`src/ioxm_pkg.sv`:
```
// package for the expander smbus manager: constants, operation codes and carrier types
// assumes a 250 MHz core clock and a byte-level smbus master outside this block
package ioxm_pkg;

  // ----------------------------------------------------------------
  // clock and timing
  // ----------------------------------------------------------------
  localparam int unsigned CLK_PERIOD_NS     = 4;
  localparam int unsigned UPDATE_PERIOD_MS  = 40;
  localparam int unsigned UPDATE_PERIOD_CYC = (UPDATE_PERIOD_MS * 1000000) / CLK_PERIOD_NS;

  // ----------------------------------------------------------------
  // expander command registers
  // ----------------------------------------------------------------
  localparam logic [7:0] EXP_REG_IN0  = 8'h00;
  localparam logic [7:0] EXP_REG_OUT0 = 8'h02;
  localparam logic [7:0] EXP_REG_POL0 = 8'h04;
  localparam logic [7:0] EXP_REG_DIR0 = 8'h06;
  localparam logic [7:0] POL_NONE     = 8'h00;
  localparam logic [7:0] DIR_ALL_OUT  = 8'h00;

  // ----------------------------------------------------------------
  // reset values
  // ----------------------------------------------------------------
  localparam logic [6:0]  ADDR_RST   = 7'h00;
  localparam logic [15:0] VIEW_RST   = 16'h0000;
  localparam logic [15:0] OUT_RST    = 16'hffff;
  localparam logic [2:0]  STATUS_RST = 3'h0;

  typedef enum logic [1:0] {
    IOXM_OP_NONE,
    IOXM_OP_WRITE,
    IOXM_OP_READ
  } ioxm_op_t;

  // one byte-pair transaction handed to the smbus master
  typedef struct packed {
    logic       rd;
    logic [6:0] addr;
    logic [7:0] cmd;
    logic [7:0] data;
  } ioxm_req_t;

  // answer from the smbus master
  typedef struct packed {
    logic       done;
    logic       nack;
    logic       arb_lost;
    logic [7:0] rdata;
  } ioxm_rsp_t;

endpackage

```
`src/ioxm_rr_arb.sv`:
```
// round-robin arbiter over expander requests
// assumes requests hold until granted; grant is one-hot, taken by caller on load
`timescale 1ns/1ns
`default_nettype none
module ioxm_rr_arb #(
  parameter int N = 4
) (
  // clock and reset
  input  wire logic         clk,
  input  wire logic         srst,
  // request and grant
  input  wire logic [N-1:0] req,
  input  wire logic         load,
  output logic      [N-1:0] gnt
);

  logic [N-1:0] last;
  logic [N-1:0] next_last;

  // rotate search start past the last winner so every requester waits at most N-1 turns
  always_comb begin
    int unsigned idx;
    idx       = 0;
    gnt       = '0;
    next_last = last;
    for (int k = 1; k <= N; k++) begin
      idx = 0;
      for (int j = 0; j < N; j++) begin
        if (last[j]) begin
          idx = (j + k) % N;
        end
      end
      if (req[idx] && gnt == '0) begin
        gnt[idx] = 1'b1;
      end
    end
    if (load && gnt != '0) begin
      next_last = gnt;
    end
  end

  always_ff @(posedge clk) begin
    if (srst) begin
      last <= {1'b1, {(N-1){1'b0}}};
    end else begin
      last <= next_last;
    end
  end

endmodule
`default_nettype wire

```
`src/ioxm_top.sv`:
```
// expander smbus manager: keeps external 16-bit expanders in step with internal signals
// assumes an smbus byte master outside; expander interrupts arrive asynchronously
// Behaviour
// - link-status config first writes link-up states to expander register 2.
// - then writes link-activity states to expander register 3.
// - then writes zero to registers 4 and 5, no polarity inversion.
// - then writes registers 6 and 7 making all sixteen pins outputs.
// - while enabled, any difference between pins and internal view starts a transaction.
// - hot reset restoring defaults is a mismatch; restored outputs are written.
// - an internal output change causes a master smbus write.
// - outputs of one expander update at most once per 40 ms; config and reload writes skip this limit.
// - an asserted expander interrupt causes a master smbus read of inputs.
// - inputs of one expander read at most once per 40 ms; reload reads skip this limit.
// - pending expander transactions are arbitrated fairly, round robin.
// - errors during expander transactions are recorded in smbus status bits.
// - select field chooses the expander the debug fields act on.
// - signal view returns current input and output view of selected expander.
// - reload writes then reads selected expander and refreshes signal view.
// - link status and activity pins are driven low for indicator on.
// - no expander transaction before eeprom initialization completes.
// - writing an expander address starts that expander's configuration writes.
`timescale 1ns/1ns
`default_nettype none
module ioxm_top
  import ioxm_pkg::*;
#(
  parameter int          N_EXP      = 4,
  parameter int unsigned UPDATE_CYC = UPDATE_PERIOD_CYC
) (
  // clock and reset
  input  wire logic                CLK_SYS,
  input  wire logic                SRST,
  // internal signal state
  input  wire logic                EEPROM_INIT_DONE,
  input  wire logic [N_EXP-1:0]    EXP_ENABLE,
  input  wire logic [N_EXP-1:0]    EXP_IS_LINK,
  input  wire logic [N_EXP*16-1:0] EXP_OUT_STATE,
  input  wire logic [7:0]          LINK_UP,
  input  wire logic [7:0]          LINK_ACTIVE,
  input  wire logic [N_EXP-1:0]    EXP_INT_N,
  // address configuration
  input  wire logic                EXP_ADDR_WR,
  input  wire logic [1:0]          EXP_ADDR_SEL,
  input  wire logic [6:0]          EXPANDER_BUS_ADDRESS,
  // debug interface
  input  wire logic [1:0]          EXPANDER_SELECT,
  input  wire logic                EXPANDER_RELOAD,
  output logic      [31:0]         EXPANDER_SIGNAL_VIEW,
  output logic      [N_EXP*16-1:0] EXP_IN_STATE,
  // status
  input  wire logic                SMBUS_STATUS_CLR,
  output logic      [2:0]          SMBUS_STATUS_REG,
  // smbus master
  output ioxm_req_t                SMB_REQ,
  output logic                     SMB_REQ_VALID,
  input  wire logic                SMB_REQ_READY,
  input  wire ioxm_rsp_t           SMB_RSP
);

  // ----------------------------------------------------------------
  // interrupt synchronisers
  // ----------------------------------------------------------------
  logic [N_EXP-1:0] int_meta;
  logic [N_EXP-1:0] int_sync;
  always_ff @(posedge CLK_SYS) begin
    if (SRST) begin
      int_meta <= '1;
      int_sync <= '1;
    end else begin
      int_meta <= EXP_INT_N;
      int_sync <= int_meta;
    end
  end

  // ----------------------------------------------------------------
  // per-expander state
  // ----------------------------------------------------------------
  typedef enum logic [2:0] {
    IOXM_IDLE,
    IOXM_ISSUE,
    IOXM_WAIT
  } ioxm_state_t;

  logic [6:0]  addr      [N_EXP];
  logic [15:0] wr_val    [N_EXP];
  logic [15:0] rd_val    [N_EXP];
  logic [31:0] timer_w   [N_EXP];
  logic [31:0] timer_r   [N_EXP];
  logic [N_EXP-1:0] cfg_pend;
  logic [N_EXP-1:0] rd_pend;
  logic [N_EXP-1:0] reload_pend;
  logic [6:0]  next_addr    [N_EXP];
  logic [15:0] next_wr_val  [N_EXP];
  logic [15:0] next_rd_val  [N_EXP];
  logic [31:0] next_timer_w [N_EXP];
  logic [31:0] next_timer_r [N_EXP];
  logic [N_EXP-1:0] next_cfg_pend;
  logic [N_EXP-1:0] next_rd_pend;
  logic [N_EXP-1:0] next_reload_pend;

  ioxm_state_t state;
  ioxm_state_t next_state;
  logic        busy_d;
  logic        next_busy_d;
  logic [N_EXP-1:0] cur;
  logic [N_EXP-1:0] next_cur;
  logic [3:0]  step;
  logic [3:0]  next_step;
  logic [3:0]  last_step;
  logic [3:0]  next_last_step;
  logic [1:0]  kind;
  logic [1:0]  next_kind;
  logic [2:0]  status;
  logic [2:0]  next_status;
  logic [31:0] view;
  logic [31:0] next_view;
  ioxm_req_t   req;
  ioxm_req_t   next_req;

  // desired output word; link expander gets active-low led drive
  function automatic logic [15:0] want_out(input int e);
    if (EXP_IS_LINK[e]) begin
      return ~{LINK_ACTIVE, LINK_UP};
    end
    return EXP_OUT_STATE[e*16 +: 16];
  endfunction

  logic [N_EXP-1:0] need;
  logic [N_EXP-1:0] wr_need;
  logic [N_EXP-1:0] gnt;
  logic             arb_load;

  always_comb begin
    for (int e = 0; e < N_EXP; e++) begin
      // mismatch after hot reset is seen the same way as any output change
      wr_need[e] = EXP_ENABLE[e] && (want_out(e) != wr_val[e]) && timer_w[e] == 0;
      need[e]    = EEPROM_INIT_DONE && (cfg_pend[e] || reload_pend[e] || wr_need[e]
                   || (rd_pend[e] && timer_r[e] == 0 && EXP_ENABLE[e]));
    end
  end

  assign arb_load = (state == IOXM_IDLE) && (need != '0);

  ioxm_rr_arb #(
    .N(N_EXP)
  ) u_arb (
    .clk (CLK_SYS),
    .srst(SRST),
    .req (need),
    .load(arb_load),
    .gnt (gnt)
  );

  function automatic int onehot_idx(input logic [N_EXP-1:0] v);
    int r;
    r = 0;
    for (int i = 0; i < N_EXP; i++) begin
      if (v[i]) begin
        r = i;
      end
    end
    return r;
  endfunction

  // ----------------------------------------------------------------
  // sequencer
  // ----------------------------------------------------------------
  always_comb begin
    int c;
    logic [15:0] w;
    c = onehot_idx(cur);
    w = want_out(c);
    next_state       = state;
    next_cur         = cur;
    next_step        = step;
    next_last_step   = last_step;
    next_kind        = kind;
    next_status      = status;
    next_view        = view;
    next_req         = req;
    next_addr        = addr;
    next_wr_val      = wr_val;
    next_rd_val      = rd_val;
    next_cfg_pend    = cfg_pend;
    next_rd_pend     = rd_pend;
    next_reload_pend = reload_pend;
    next_busy_d      = (state != IOXM_IDLE);
    for (int e = 0; e < N_EXP; e++) begin
      next_timer_w[e] = (timer_w[e] != 0) ? timer_w[e] - 1 : 32'h0000_0000;
      next_timer_r[e] = (timer_r[e] != 0) ? timer_r[e] - 1 : 32'h0000_0000;
      // interrupt release lags the read by the synchroniser: ignore it while served
      if (!int_sync[e] && !(cur[e] && (state != IOXM_IDLE || busy_d))) begin
        next_rd_pend[e] = 1'b1;
      end
    end
    if (EXP_ADDR_WR) begin
      next_addr[EXP_ADDR_SEL]     = EXPANDER_BUS_ADDRESS;
      next_cfg_pend[EXP_ADDR_SEL] = 1'b1;
    end
    if (SMBUS_STATUS_CLR) begin
      next_status = STATUS_RST;
    end
    case (state)
      IOXM_IDLE: begin
        if (arb_load) begin
          c        = onehot_idx(gnt);
          next_cur = gnt;
          if (cfg_pend[c]) begin
            next_kind = 2'd0;
            next_step = 4'd0;
            next_last_step = 4'd7;
          end else if (reload_pend[c]) begin
            next_kind = 2'd1;
            next_step = 4'd0;
            next_last_step = 4'd3;
          end else if (wr_need[c]) begin
            next_kind = 2'd2;
            next_step = 4'd0;
            next_last_step = 4'd1;
          end else begin
            next_kind = 2'd3;
            next_step = 4'd2;
            next_last_step = 4'd3;
          end
          next_state = IOXM_ISSUE;
        end
      end
      IOXM_ISSUE: begin
        next_req.addr = addr[c];
        next_req.rd   = 1'b0;
        case (step)
          4'd0: begin
            next_req.cmd  = EXP_REG_OUT0;
            next_req.data = w[7:0];
          end
          4'd1: begin
            next_req.cmd  = EXP_REG_OUT0 + 8'h01;
            next_req.data = w[15:8];
          end
          4'd2: begin
            next_req.cmd = EXP_REG_IN0;
            next_req.rd  = 1'b1;
          end
          4'd3: begin
            next_req.cmd = EXP_REG_IN0 + 8'h01;
            next_req.rd  = 1'b1;
          end
          4'd4: begin
            next_req.cmd  = EXP_REG_POL0;
            next_req.data = POL_NONE;
          end
          4'd5: begin
            next_req.cmd  = EXP_REG_POL0 + 8'h01;
            next_req.data = POL_NONE;
          end
          4'd6: begin
            next_req.cmd  = EXP_REG_DIR0;
            next_req.data = DIR_ALL_OUT;
          end
          default: begin
            next_req.cmd  = EXP_REG_DIR0 + 8'h01;
            next_req.data = DIR_ALL_OUT;
          end
        endcase
        if (step == 4'd0) begin
          next_wr_val[c]  = w;
          next_timer_w[c] = UPDATE_CYC;
        end
        if (step == 4'd2) begin
          next_rd_pend[c] = 1'b0;
          next_timer_r[c] = UPDATE_CYC;
        end
        next_state = IOXM_WAIT;
      end
      IOXM_WAIT: begin
        if (SMB_RSP.done) begin
          if (SMB_RSP.nack || SMB_RSP.arb_lost) begin
            next_status = next_status | {1'b1, SMB_RSP.arb_lost, SMB_RSP.nack};
          end
          if (step == 4'd2) begin
            next_rd_val[c][7:0] = SMB_RSP.rdata;
          end
          if (step == 4'd3) begin
            next_rd_val[c][15:8] = SMB_RSP.rdata;
          end
          // config order: 0,1,4,5,6,7 then stop; others run step..last
          if (step == last_step) begin
            next_state = IOXM_IDLE;
            if (kind == 2'd0) begin
              next_cfg_pend[c] = 1'b0;
            end
            if (kind == 2'd1) begin
              next_reload_pend[c] = 1'b0;
            end
          end else begin
            next_step  = (kind == 2'd0 && step == 4'd1) ? 4'd4 : step + 4'd1;
            next_state = IOXM_ISSUE;
          end
        end
      end
      default: begin
        next_state = IOXM_IDLE;
      end
    endcase
    // debug view follows the selected expander; reload refreshes rd_val
    next_view = {rd_val[EXPANDER_SELECT], wr_val[EXPANDER_SELECT]};
    // late sets win over a same-cycle clear at the end of a sequence
    if (EXP_ADDR_WR) begin
      next_cfg_pend[EXP_ADDR_SEL] = 1'b1;
    end
    if (EXPANDER_RELOAD) begin
      next_reload_pend[EXPANDER_SELECT] = 1'b1;
    end
  end

  always_ff @(posedge CLK_SYS) begin
    if (SRST) begin
      state       <= IOXM_IDLE;
      busy_d      <= 1'b0;
      cur         <= '0;
      step        <= 4'h0;
      last_step   <= 4'h0;
      kind        <= 2'h0;
      status      <= STATUS_RST;
      view        <= 32'h0000_0000;
      req         <= '0;
      cfg_pend    <= '0;
      rd_pend     <= '0;
      reload_pend <= '0;
      for (int e = 0; e < N_EXP; e++) begin
        addr[e]    <= ADDR_RST;
        wr_val[e]  <= OUT_RST;
        rd_val[e]  <= VIEW_RST;
        timer_w[e] <= 32'h0000_0000;
        timer_r[e] <= 32'h0000_0000;
      end
    end else begin
      state       <= next_state;
      busy_d      <= next_busy_d;
      cur         <= next_cur;
      step        <= next_step;
      last_step   <= next_last_step;
      kind        <= next_kind;
      status      <= next_status;
      view        <= next_view;
      req         <= next_req;
      cfg_pend    <= next_cfg_pend;
      rd_pend     <= next_rd_pend;
      reload_pend <= next_reload_pend;
      addr        <= next_addr;
      wr_val      <= next_wr_val;
      rd_val      <= next_rd_val;
      timer_w     <= next_timer_w;
      timer_r     <= next_timer_r;
    end
  end

  assign SMB_REQ              = req;
  assign SMB_REQ_VALID        = (state == IOXM_WAIT) && SMB_REQ_READY;
  assign SMBUS_STATUS_REG     = status;
  assign EXPANDER_SIGNAL_VIEW = view;
  always_comb begin
    for (int e = 0; e < N_EXP; e++) begin
      EXP_IN_STATE[e*16 +: 16] = rd_val[e];
    end
  end
endmodule
`default_nettype wire

```
`config.mk`:
```
export PLATFORM = sky130hd
export DESIGN_NAME = ioxm_top
export DESIGN_NICKNAME = d
export VERILOG_FILES = /design/src/ioxm_pkg.sv /design/src/ioxm_rr_arb.sv /design/src/ioxm_top.sv
export SDC_FILE = /design/constraint.sdc
export NUM_CORES = 1
export LEC_CHECK = 0
export BUFFER_PORTS_ARGS = -buffer_cell sky130_fd_sc_hd__buf_2
export CORE_MARGIN = 2
export CORE_UTILIZATION = 50
export DETAILED_ROUTE_END_ITERATION = 12
export PLACE_DENSITY = 0.71
export SYNTH_ARGS = -nofsm -noshare
export SYNTH_HDL_FRONTEND = slang
export SYNTH_SLANG_ARGS = --single-unit
```
`constraint.sdc`:
```
create_clock -name CLK_SYS -period 5.2 [get_ports CLK_SYS]
set_clock_uncertainty 0.05 [all_clocks]
set_input_delay 1.04 -clock CLK_SYS [delete_from_list [all_inputs] [get_ports CLK_SYS]]
set_output_delay 1.04 -clock CLK_SYS [all_outputs]
set_load 0.005 [all_outputs]
```
==> results of run 1 <==
==> power by group through the flow <==
stage | clock network, uW | logic, uW | registers [uW]
after global placement | 0 | 5750 | 5730
final | 3990 | 6020 | 5750
after global routing | 4210 | 6780 | 5880
after detailed placement | 0 | 5960 | 5800
after floorplan | 0 | 4690 | 5570
after CTS | 4050 | 6020 | 5730
==> how the worst max path moves through the flow <==
stage	startpoint	end	slack (ns)	depth (start not counted)
finish	timer_w[14]	step[1]	0.42	13
floorplan	EXP_IS_LINK[0]	step[1]	0.43	13
CTS	timer_w[14]	step[1]	0.55	13
global placement	LINK_UP[2]	step[1]	0.14	13
detailed placement	LINK_UP[2]	step[1]	0.1	14
global route	timer_w[14]	step[1]	0.17	13
==> metrics by stage <==
stage                     setup WS [ns]  std cells  utilization, %
final                             0.419       3626            57.8
after global routing              0.174       3626            57.8
after CTS                         0.550       3626            57.8
after detailed placement         0.0950       3530            53.9
after global placement            0.139       3530            53.9
after floorplan                   0.429       2774               -
==> synthesized netlist by cell type, types with 32 or more instances <==
master and instances:
nor4_1 65, nand3_1 78, mux4_2 32, nor2_1 391, nor3_1 83, xnor2_1 144, and2_1 69, dfxtp_1 506
inv_1 42, nand2_1 220, mux2i_1 92, clkbuf_1 118, or4_1 35, or3_1 63, o22a_1 65, xor2_1 73
a21oi_1 231, o21ai_0 112, nand2b_1 45
==> flip-flops by register name (all words and copies together), names as in the netlist, 2 cells and up <==
name                  count
step                      4
cfg_pend                  4
reload_pend               4
SMB_REQ                  19
timer_w                 128
addr                     28
SMBUS_STATUS_REG          3
rd_pend                   4
timer_r                 128
u_arb.last                4
state                     2
cur                       4
int_meta                  4
EXPANDER_SIGNAL_VIEW     32
int_sync                  4
last_step                 3
wr_val                   64
EXP_IN_STATE             64
kind                      2
==> kinds of logic (layout without fill, tap and decap cells) <==
group,after synthesis,after routing
AO/OA/AOI/OAI,521,521
XOR/XNOR,217,217
adder cells (fa/ha/maj),20,20
buffers and inverters,184,421
flip-flops,506,506
multiplexers,124,124
other,1,5
AND/OR/NAND/NOR,1197,1197
==> layout by cell type, fill, tap and decap left out, types with 45 or more instances in the layout <==
| cell type | synthesis | routed |
|---|---|---|
| nor4_1 | 65 | 65 |
| nand3_1 | 78 | 78 |
| o21ai_0 | 112 | 112 |
| nand2b_1 | 45 | 45 |
| o22a_1 | 65 | 65 |
| mux2i_1 | 92 | 92 |
| nand2_1 | 220 | 220 |
| dfxtp_1 | 506 | 503 |
| a21oi_1 | 231 | 230 |
| nor3_1 | 83 | 82 |
| buf_2 | 2 | 238 |
| nor2_1 | 391 | 390 |
| xnor2_1 | 144 | 144 |
| clkbuf_16 | 0 | 55 |
| or3_1 | 63 | 63 |
| and2_1 | 69 | 69 |
| xor2_1 | 73 | 73 |
==> per-layer routing <==
layer	up-vias	track usage (%)
li1	10100	-
met1	10100	35.0
met2	704	44.3
met3	171	4.69
met4	2	10.5
met5	-	0
==> critical path, delay by kind of cell (launching register included) <==
| family | cells | cell delay, ns |
|---|---|---|
| AO/OA/AOI/OAI | 5 | 1.33 |
| AND/OR/NAND/NOR | 8 | 2.99 |
| flip-flops | 1 | 0.35 |
==> layout make-up <==
type | count | share of cell area (%)
clock inverters | 21 | 1.09
flip-flops and latches | 506 | 36.9
inverters | 42 | 0.575
multi-input cells | 2084 | 47.4
clock buffers | 75 | 5.62
well taps | 615 | 2.81
repair buffers | 283 | 5.59
==> impl_metrics.tcl, run 1 <==
set metrics [dict create \
    timing.rr.end "step[1]" \
    yosys.area_share.xor_xnor_pct 7.97 \
    drt_pass1_iterations 5 \
    initial_core_util_pct 50.3 \
    tns_ns 0 \
    coreArea_mm2 0.0474 \
    cp_max_fo 6 \
    via_count 21100 \
    drcViolationCount 0 \
    crit_type "reg -> reg" \
    wl_met3_um 4070 \
    grt_pass1_vias 20500 \
    finalInstanceArea_mm2 0.0274 \
    yosysTopAreaCellShare_pct 42.5 \
    clk_pin_slew_ns 0.06 \
    maxSlewViolCount 0 \
    status "complete, no violations" \
    critical-path-max-stage-delay_ns 0.67 \
    top_layer_used "met5" \
    hpwl_um 48300 \
    finalHoldViolations 0 \
    clockRootBuffer "clkbuf_16" \
    period_share_pct 91.9 \
    yosysSeqAreaShare_pct 42.5 \
    synthMuxAreaShare_pct 6.88 \
    worstReg2RegStart "timer_w[14]" \
    totalWireLength_um 67900 \
    p_seq_share_pct 36.5 \
    cp-end-kind "flop" \
    drt_iter0_drc 1558 \
    post_dp_cell_area_mm2 0.0256 \
    crit_chain "nor4_1 > nand3b_1 > or2_2 > nor4_1 > o311a_1 > o21a_1 > o2111a_1 > and3b_1 > o211ai_1 > and3_1 > a221oi_1 > or4b_1 > nand2_1" \
    synth_simple_gate_area_share_pct 24.8 \
    combPwrFrac_pct 38.2 \
    p_total_uw 15800 \
    cts_buffers 53 \
    met2_length_um 32000 \
    post_cts_resized 0 \
    netlist_area_mm2 0.0238 \
    io_buffer_count 239 \
    crit_path_frequent_cell "nor4_1" \
    synth_edf_count 0 \
    yosys_warnings 0 \
    layout-drive-gt1-share_pct 15.2 \
    power.internal_uw 9790 \
    setup_viol 0 \
    cap_violations 0 \
    cts_tree "yes" \
    cts.sinks 506 \
    clk_latency_ns 0.61 \
    yosys-top-cells-area "dfxtp_1, nor2_1, xnor2_1" \
    fmax_ghz 0.209 \
    holdCritPathClass "reg -> reg" \
    syn_to_final_growth_pct 15.0 \
    fp-row-count 80 \
    synthAdderAreaFrac_pct 1.05 \
    wirelength_met1_um 29300 \
    worst_path_max_delay_cell "nor4_1" \
    worstPathArrival_ns 5.27 \
    synth_top_family_by_area "simple AND/OR/NAND/NOR gates" \
    worstMarginPinSlew_ns 1.17 \
    antenna_cells 0 \
    post_cts_buffers 0 \
    holdPathEnd "int_sync[3]" \
    globalplace.congestion 0.943 \
    synth.largest_area_cell "dfxtp_1" \
    grt_pass1_wl_um 108000 \
    relSlewSlack_pct 22.0 \
    grt_max_degree 88 \
    rsz0062_at_grt "false" \
    r2r_cells 13 \
    p_sw_share_pct 37.9 \
    r2r_slack_ns 0.42 \
    drtAntennaViolNets 0 \
    switchingPower_uw 5970 \
    syn_avg_cell_area_um2 8.61 \
    p_per_area_mw_per_mm2 574 \
    synth_seq_cells 506 \
    synth-compound-area-share_pct 13.6 \
    ys_types 85 \
    overflow 0 \
    regArea_mm2 0.0101 \
    synth-async-reset-ratio_pct 0 \
    nFillCells 4287 \
    nets 3111 \
    syn_inst 2770 \
    cp-start-kind "flop" \
    peakVddDrop_mv 0.357 \
    hold_ws_ns 0.374 \
    pwr-share-clk_pct 25.3 \
    post-route-min-period_ns 4.78 \
    die_width_um 222 \
    wire_per_inst_um 18.7 \
    dieArea_mm2 0.0495 \
    worstHoldStart "int_meta[3]" \
    io_pins 245 \
    holdPathStages 1 \
    p_leak_uw 0.0110 \
    hold_buffers 0 \
    track_usage_pct 26.8 \
    dieHeight_um 222 \
    htreeDepth 2 \
    synth_flop_cell "dfxtp_1" \
    viasPerCell 5.83 \
    multi_input_area_mm2 0.0130 \
    clockBufferDepth 3 \
    cp.required_ns 5.69 \
    antenna_found_initial 3 \
]
Note: power is estimated with default switching activity, not from simulation.
==> run 2, diff against run 1 <==
- CELL_PAD_IN_SITES_DETAIL_PLACEMENT: unset -> 1
- CELL_PAD_IN_SITES_GLOBAL_PLACEMENT: unset -> 1
- CORE_UTILIZATION: 50 -> 45
- PLACE_DENSITY: 0.71 -> 0.82
- SETUP_SLACK_MARGIN: unset -> 0.05
- SKIP_LAST_GASP: unset -> 1
==> impl_metrics.tcl, run 2 (synthesis gave the netlist of run 1 again) <==
set metrics [dict create \
    status "complete, no violations" \
    tns_ns 0 \
    cts_buffers 55 \
    setup_viol 0 \
    peakVddDrop_mv 0.342 \
    crit_type "reg -> reg" \
    grt_pass1_vias 23100 \
    maxSlewViolCount 0 \
    cp-end-kind "flop" \
    nets 3124 \
    antenna_found_initial 1 \
    drt_pass1_iterations 5 \
    via_count 21800 \
    post_cts_buffers 0 \
    layout-drive-gt1-share_pct 15.6 \
    dieArea_mm2 0.0548 \
    cp-start-kind "flop" \
    wire_per_inst_um 21.3 \
    viasPerCell 5.87 \
    cts_tree "yes" \
    io_pins 245 \
    htreeDepth 2 \
    top_regs "timer_r: 128 flops, timer_w: 128 flops" \
    track_usage_pct 28.5 \
    clockBufferDepth 3 \
    overflow 0 \
    dieHeight_um 234 \
    p_leak_uw 0.0111 \
    fmax_ghz 0.212 \
    post-route-min-period_ns 4.71 \
    coreArea_mm2 0.0524 \
    drtAntennaViolNets 0 \
    hpwl_um 55500 \
    die_width_um 234 \
    final_cell_mix "dfxtp_1, nor2_1, buf_2, a21oi_1, nand2_1" \
    worstMarginPinSlew_ns 1.22 \
    period_share_pct 90.5 \
    post_cts_resized 0 \
    rsz0062_at_grt "false" \
    worstPathArrival_ns 5.18 \
    initial_core_util_pct 45.5 \
    holdCritPathClass "reg -> reg" \
    finalHoldViolations 0 \
    relSlewSlack_pct 18.6 \
    grt_max_degree 92 \
    drt_iter0_drc 1338 \
    syn_to_final_growth_pct 16.1 \
    layout_commonest_cell "dfxtp_1" \
    hold_buffers 0 \
    grt_pass1_wl_um 125000 \
    cts.sinks 506 \
    placedCellCount 3614 \
    io_buffer_count 239 \
    p_per_area_mw_per_mm2 585 \
    cp_max_fo 10 \
    nFillCells 6220 \
    clk_latency_ns 0.63 \
    fin_cells 3717 \
    cap_violations 0 \
    drcViolationCount 0 \
    fp-row-count 84 \
    totalWireLength_um 79200 \
    clk_pin_slew_ns 0.06 \
    cp.required_ns 5.68 \
    globalplace.congestion 0.898 \
    clockRootBuffer "clkbuf_16" \
]
-- run 2: worst max-delay path: stages, from the launching register on --
cell	delay (ns)
dfxtp_1	0.36
nor4_1	0.54
nand4_1	0.18
or4_1	0.81
o21ai_1	0.44
o31ai_1	0.14
a21oi_1	0.20
o2111a_1	0.28
and3b_1	0.21
o211ai_1	0.22
and3_1	0.27
a221oi_1	0.36
buf_4	0.20
nor2_1	0.04
o32ai_1	0.30
-- run 2: layer usage --
| layer | share of wire, % | global-route usage (%) | vias to the layer above |
|---|---|---|---|
| li1 | - | - | 10200 |
| met1 | 42 | 34.9 | 10900 |
| met2 | 49 | 49.2 | 583 |
| met3 | 5.3 | 4.77 | 195 |
| met4 | 3.6 | 12.0 | 0 |
| met5 | 0 | 0 | - |
-- run 2: layout make-up --
type,count,area [um^2],share of cell area (%)
clock buffers,82,1630,5.88
diodes,3,7.51,0.0271
inverters,42,158,0.570
flip-flops and latches,506,10100,36.6
clock inverters,18,272,0.981
well taps,688,861,3.11
multi-input cells,2084,13000,47.0
repair buffers,294,1620,5.84
-- run 2: path summary, 6_finish.rpt --
path	depth (start not counted)	slack, ns	to	start
setup / recovery	14	0.49	kind[0]	timer_r[69]
hold / removal	1	0.36	int_sync[3]	int_meta[3]
setup reg to reg	14	0.49	kind[0]	timer_r[69]
hold reg to reg	1	0.36	int_sync[3]	int_meta[3]
-- run 2: where the power goes --
part / leakage (uW) / switching (uW) / internal, uW
logic: 0.00603 / 3740 / 2560
registers: 0.00413 / 945 / 4850
clock network: 0.000923 / 1670 / 2420
-- run 2: through the flow --
| stage | area [um^2] | hold slack, ns | total power, uW | utilization (%) | setup slack (ns) |
|---|---|---|---|---|---|
| 2_1_floorplan | 23900 | 0.339 | 10300 | - | 0.429 |
| 3_3_place_gp | 25800 | 0.347 | 11600 | 49.1 | 0.126 |
| 3_5_place_dp | 25800 | 0.347 | 12000 | 49.1 | 0.0839 |
| 4_1_cts | 27700 | 0.362 | 16300 | 52.7 | 0.514 |
| 5_1_grt | 27700 | 0.367 | 17300 | 52.7 | 0.106 |
| 6_report | 27700 | 0.362 | 16200 | 52.8 | 0.492 |
==> run 3, diff against run 2 <==
- CORE_ASPECT_RATIO: unset -> 0.5
==> impl_metrics.tcl, run 3 (synthesis gave the netlist of run 1 again) <==
set metrics [dict create \
    grt_pass1_vias 22400 \
    cp.required_ns 5.65 \
    worstReg2RegStart "timer_r[82]" \
    via_count 21600 \
    clockRootBuffer "clkbuf_16" \
    dieHeight_um 167 \
    totalWireLength_um 78200 \
    worstPathArrival_ns 5.10 \
    pwr-share-clk_pct 23.1 \
    drtAntennaViolNets 0 \
    post_dp_cell_area_mm2 0.0258 \
    globalplace.congestion 0.916 \
    drcViolationCount 0 \
    syn_to_final_growth_pct 14.6 \
    rsz0062_at_grt "false" \
    drt_pass1_iterations 5 \
    power.internal_uw 9390 \
    final_cell_mix "dfxtp_1, nor2_1, buf_2, a21oi_1, nand2_1" \
    maxSlewViolCount 0 \
    layout_commonest_cell "dfxtp_1" \
    io_buffer_count 239 \
    clk_latency_ns 0.60 \
    post_cts_buffers 0 \
    grt_max_degree 75 \
    wire_per_inst_um 21.1 \
    fmax_ghz 0.215 \
    fin_cells 3709 \
    hold_buffers 0 \
    critical-path-max-stage-delay_ns 0.87 \
    fp-row-count 59 \
    overflow 0 \
    drt_iter0_drc 1490 \
    layout-drive-gt1-share_pct 15.0 \
    die_width_um 330 \
    post_cts_resized 0 \
    antenna_found_initial 3 \
    switchingPower_uw 6200 \
    cts_buffers 48 \
    viasPerCell 5.83 \
    grt_pass1_wl_um 124000 \
    post-route-min-period_ns 4.65 \
    tns_ns 0 \
    cts.sinks 506 \
    holdCritPathClass "reg -> reg" \
    p_per_area_mw_per_mm2 571 \
    finalInstanceArea_mm2 0.0273 \
    cp-start-kind "flop" \
    placedCellCount 3623 \
    dieArea_mm2 0.0550 \
    track_usage_pct 28.1 \
    nFillCells 6221 \
    crit_chain "nor4_1 > nand4_1 > or4_1 > o21ai_1 > o211ai_1 > a311oi_2 > nand3_1 > and2_1 > o311a_1 > a211oi_2 > nor2_1 > o32ai_1" \
    worstMarginPinSlew_ns 1.27 \
    relSlewSlack_pct 15.2 \
    cts_tree "yes" \
    status "complete, no violations" \
    regArea_mm2 0.0101 \
    combPwrFrac_pct 39.7 \
    clockBufferDepth 3 \
    finalHoldViolations 0 \
    startpoint "timer_r[82]" \
    io_pins 245 \
    htreeDepth 2 \
    coreArea_mm2 0.0522 \
    worstHoldStart "int_meta[2]" \
    nets 3113 \
    initial_core_util_pct 45.7 \
    peakVddDrop_mv 0.269 \
    p_leak_uw 0.0109 \
    crit_buf_inv 0 \
    cp_max_fo 10 \
    setup_viol 0 \
    multi_input_area_mm2 0.0130 \
    crit_type "reg -> reg" \
    worst_path_max_delay_cell "or4_1" \
    clk_pin_slew_ns 0.07 \
    cp-end-kind "flop" \
    top_regs "timer_r: 128 flops, timer_w: 128 flops" \
    cap_violations 0 \
    p_seq_share_pct 37.2 \
    period_share_pct 89.5 \
    p_sw_share_pct 39.7 \
    path_delay_family "simple AND/OR/NAND/NOR gates" \
    hpwl_um 56000 \
]
-- run 3: cell types whose count changed in the layout (fill, tap and decap cells not counted) --
cell | previous run | this run
diode_2 | 3 | 1
clkbuf_16 | 55 | 48
buf_4 | 55 | 51
clkbuf_1 | 12 | 13
clkinv_2 | 4 | 5
clkbuf_8 | 15 | 10
inv_16 | 1 | 0
clkinvlp_4 | 3 | 2
clkinv_1 | 1 | 0
clkinv_8 | 2 | 3
bufinv_16 | 5 | 3
inv_2 | 0 | 1
inv_6 | 2 | 0
-- run 3: per-stage QoR --
step	util, %	total power (uW)	hold WS (ns)	setup slack [ns]
after floorplan	-	10300	0.339	0.429
after global placement	49.3	11600	0.344	0.125
after detailed placement	49.3	12000	0.347	0.104
after CTS	52.4	15700	0.365	0.599
after global routing	52.4	16700	0.381	0.252
final	52.4	15600	0.363	0.548
-- run 3: power by group through the flow --
stage / clock (uW) / sequential, uW / combinational (uW)
4_1_cts: 3670 / 5790 / 6210
6_report: 3600 / 5800 / 6190
5_1_grt: 3840 / 5930 / 6950
2_1_floorplan: 0 / 5570 / 4690
3_5_place_dp: 0 / 5850 / 6110
3_3_place_gp: 0 / 5770 / 5840
-- run 3: worst paths after layout --
check                              endpoint  slack (ns)  cells after the start
worst max-delay path                kind[0]        0.55                     12
worst min-delay path            int_sync[2]        0.36                      1
worst max register to register      kind[0]        0.55                     12
worst min register to register  int_sync[2]        0.36                      1
-- run 3: cell type report --
cell class              count  area share [%]
well taps                 701            3.21
clock buffers              71            5.08
diodes                      1         0.00916
inverters                  42           0.577
multi-input cells        2084            47.6
flip-flops and latches    506            37.1
repair buffers            290            5.80
clock inverters            14           0.687
-- run 3: metal layers --
metal | vias to the layer above | wire [um] | GRT usage, %
met3 | 173 | 3880 | 4.57
li1 | 10100 | - | -
met2 | 520 | 38000 | 48.3
met1 | 10800 | 33700 | 35.7
met5 | - | 0 | 0
met4 | 0 | 2640 | 9.76
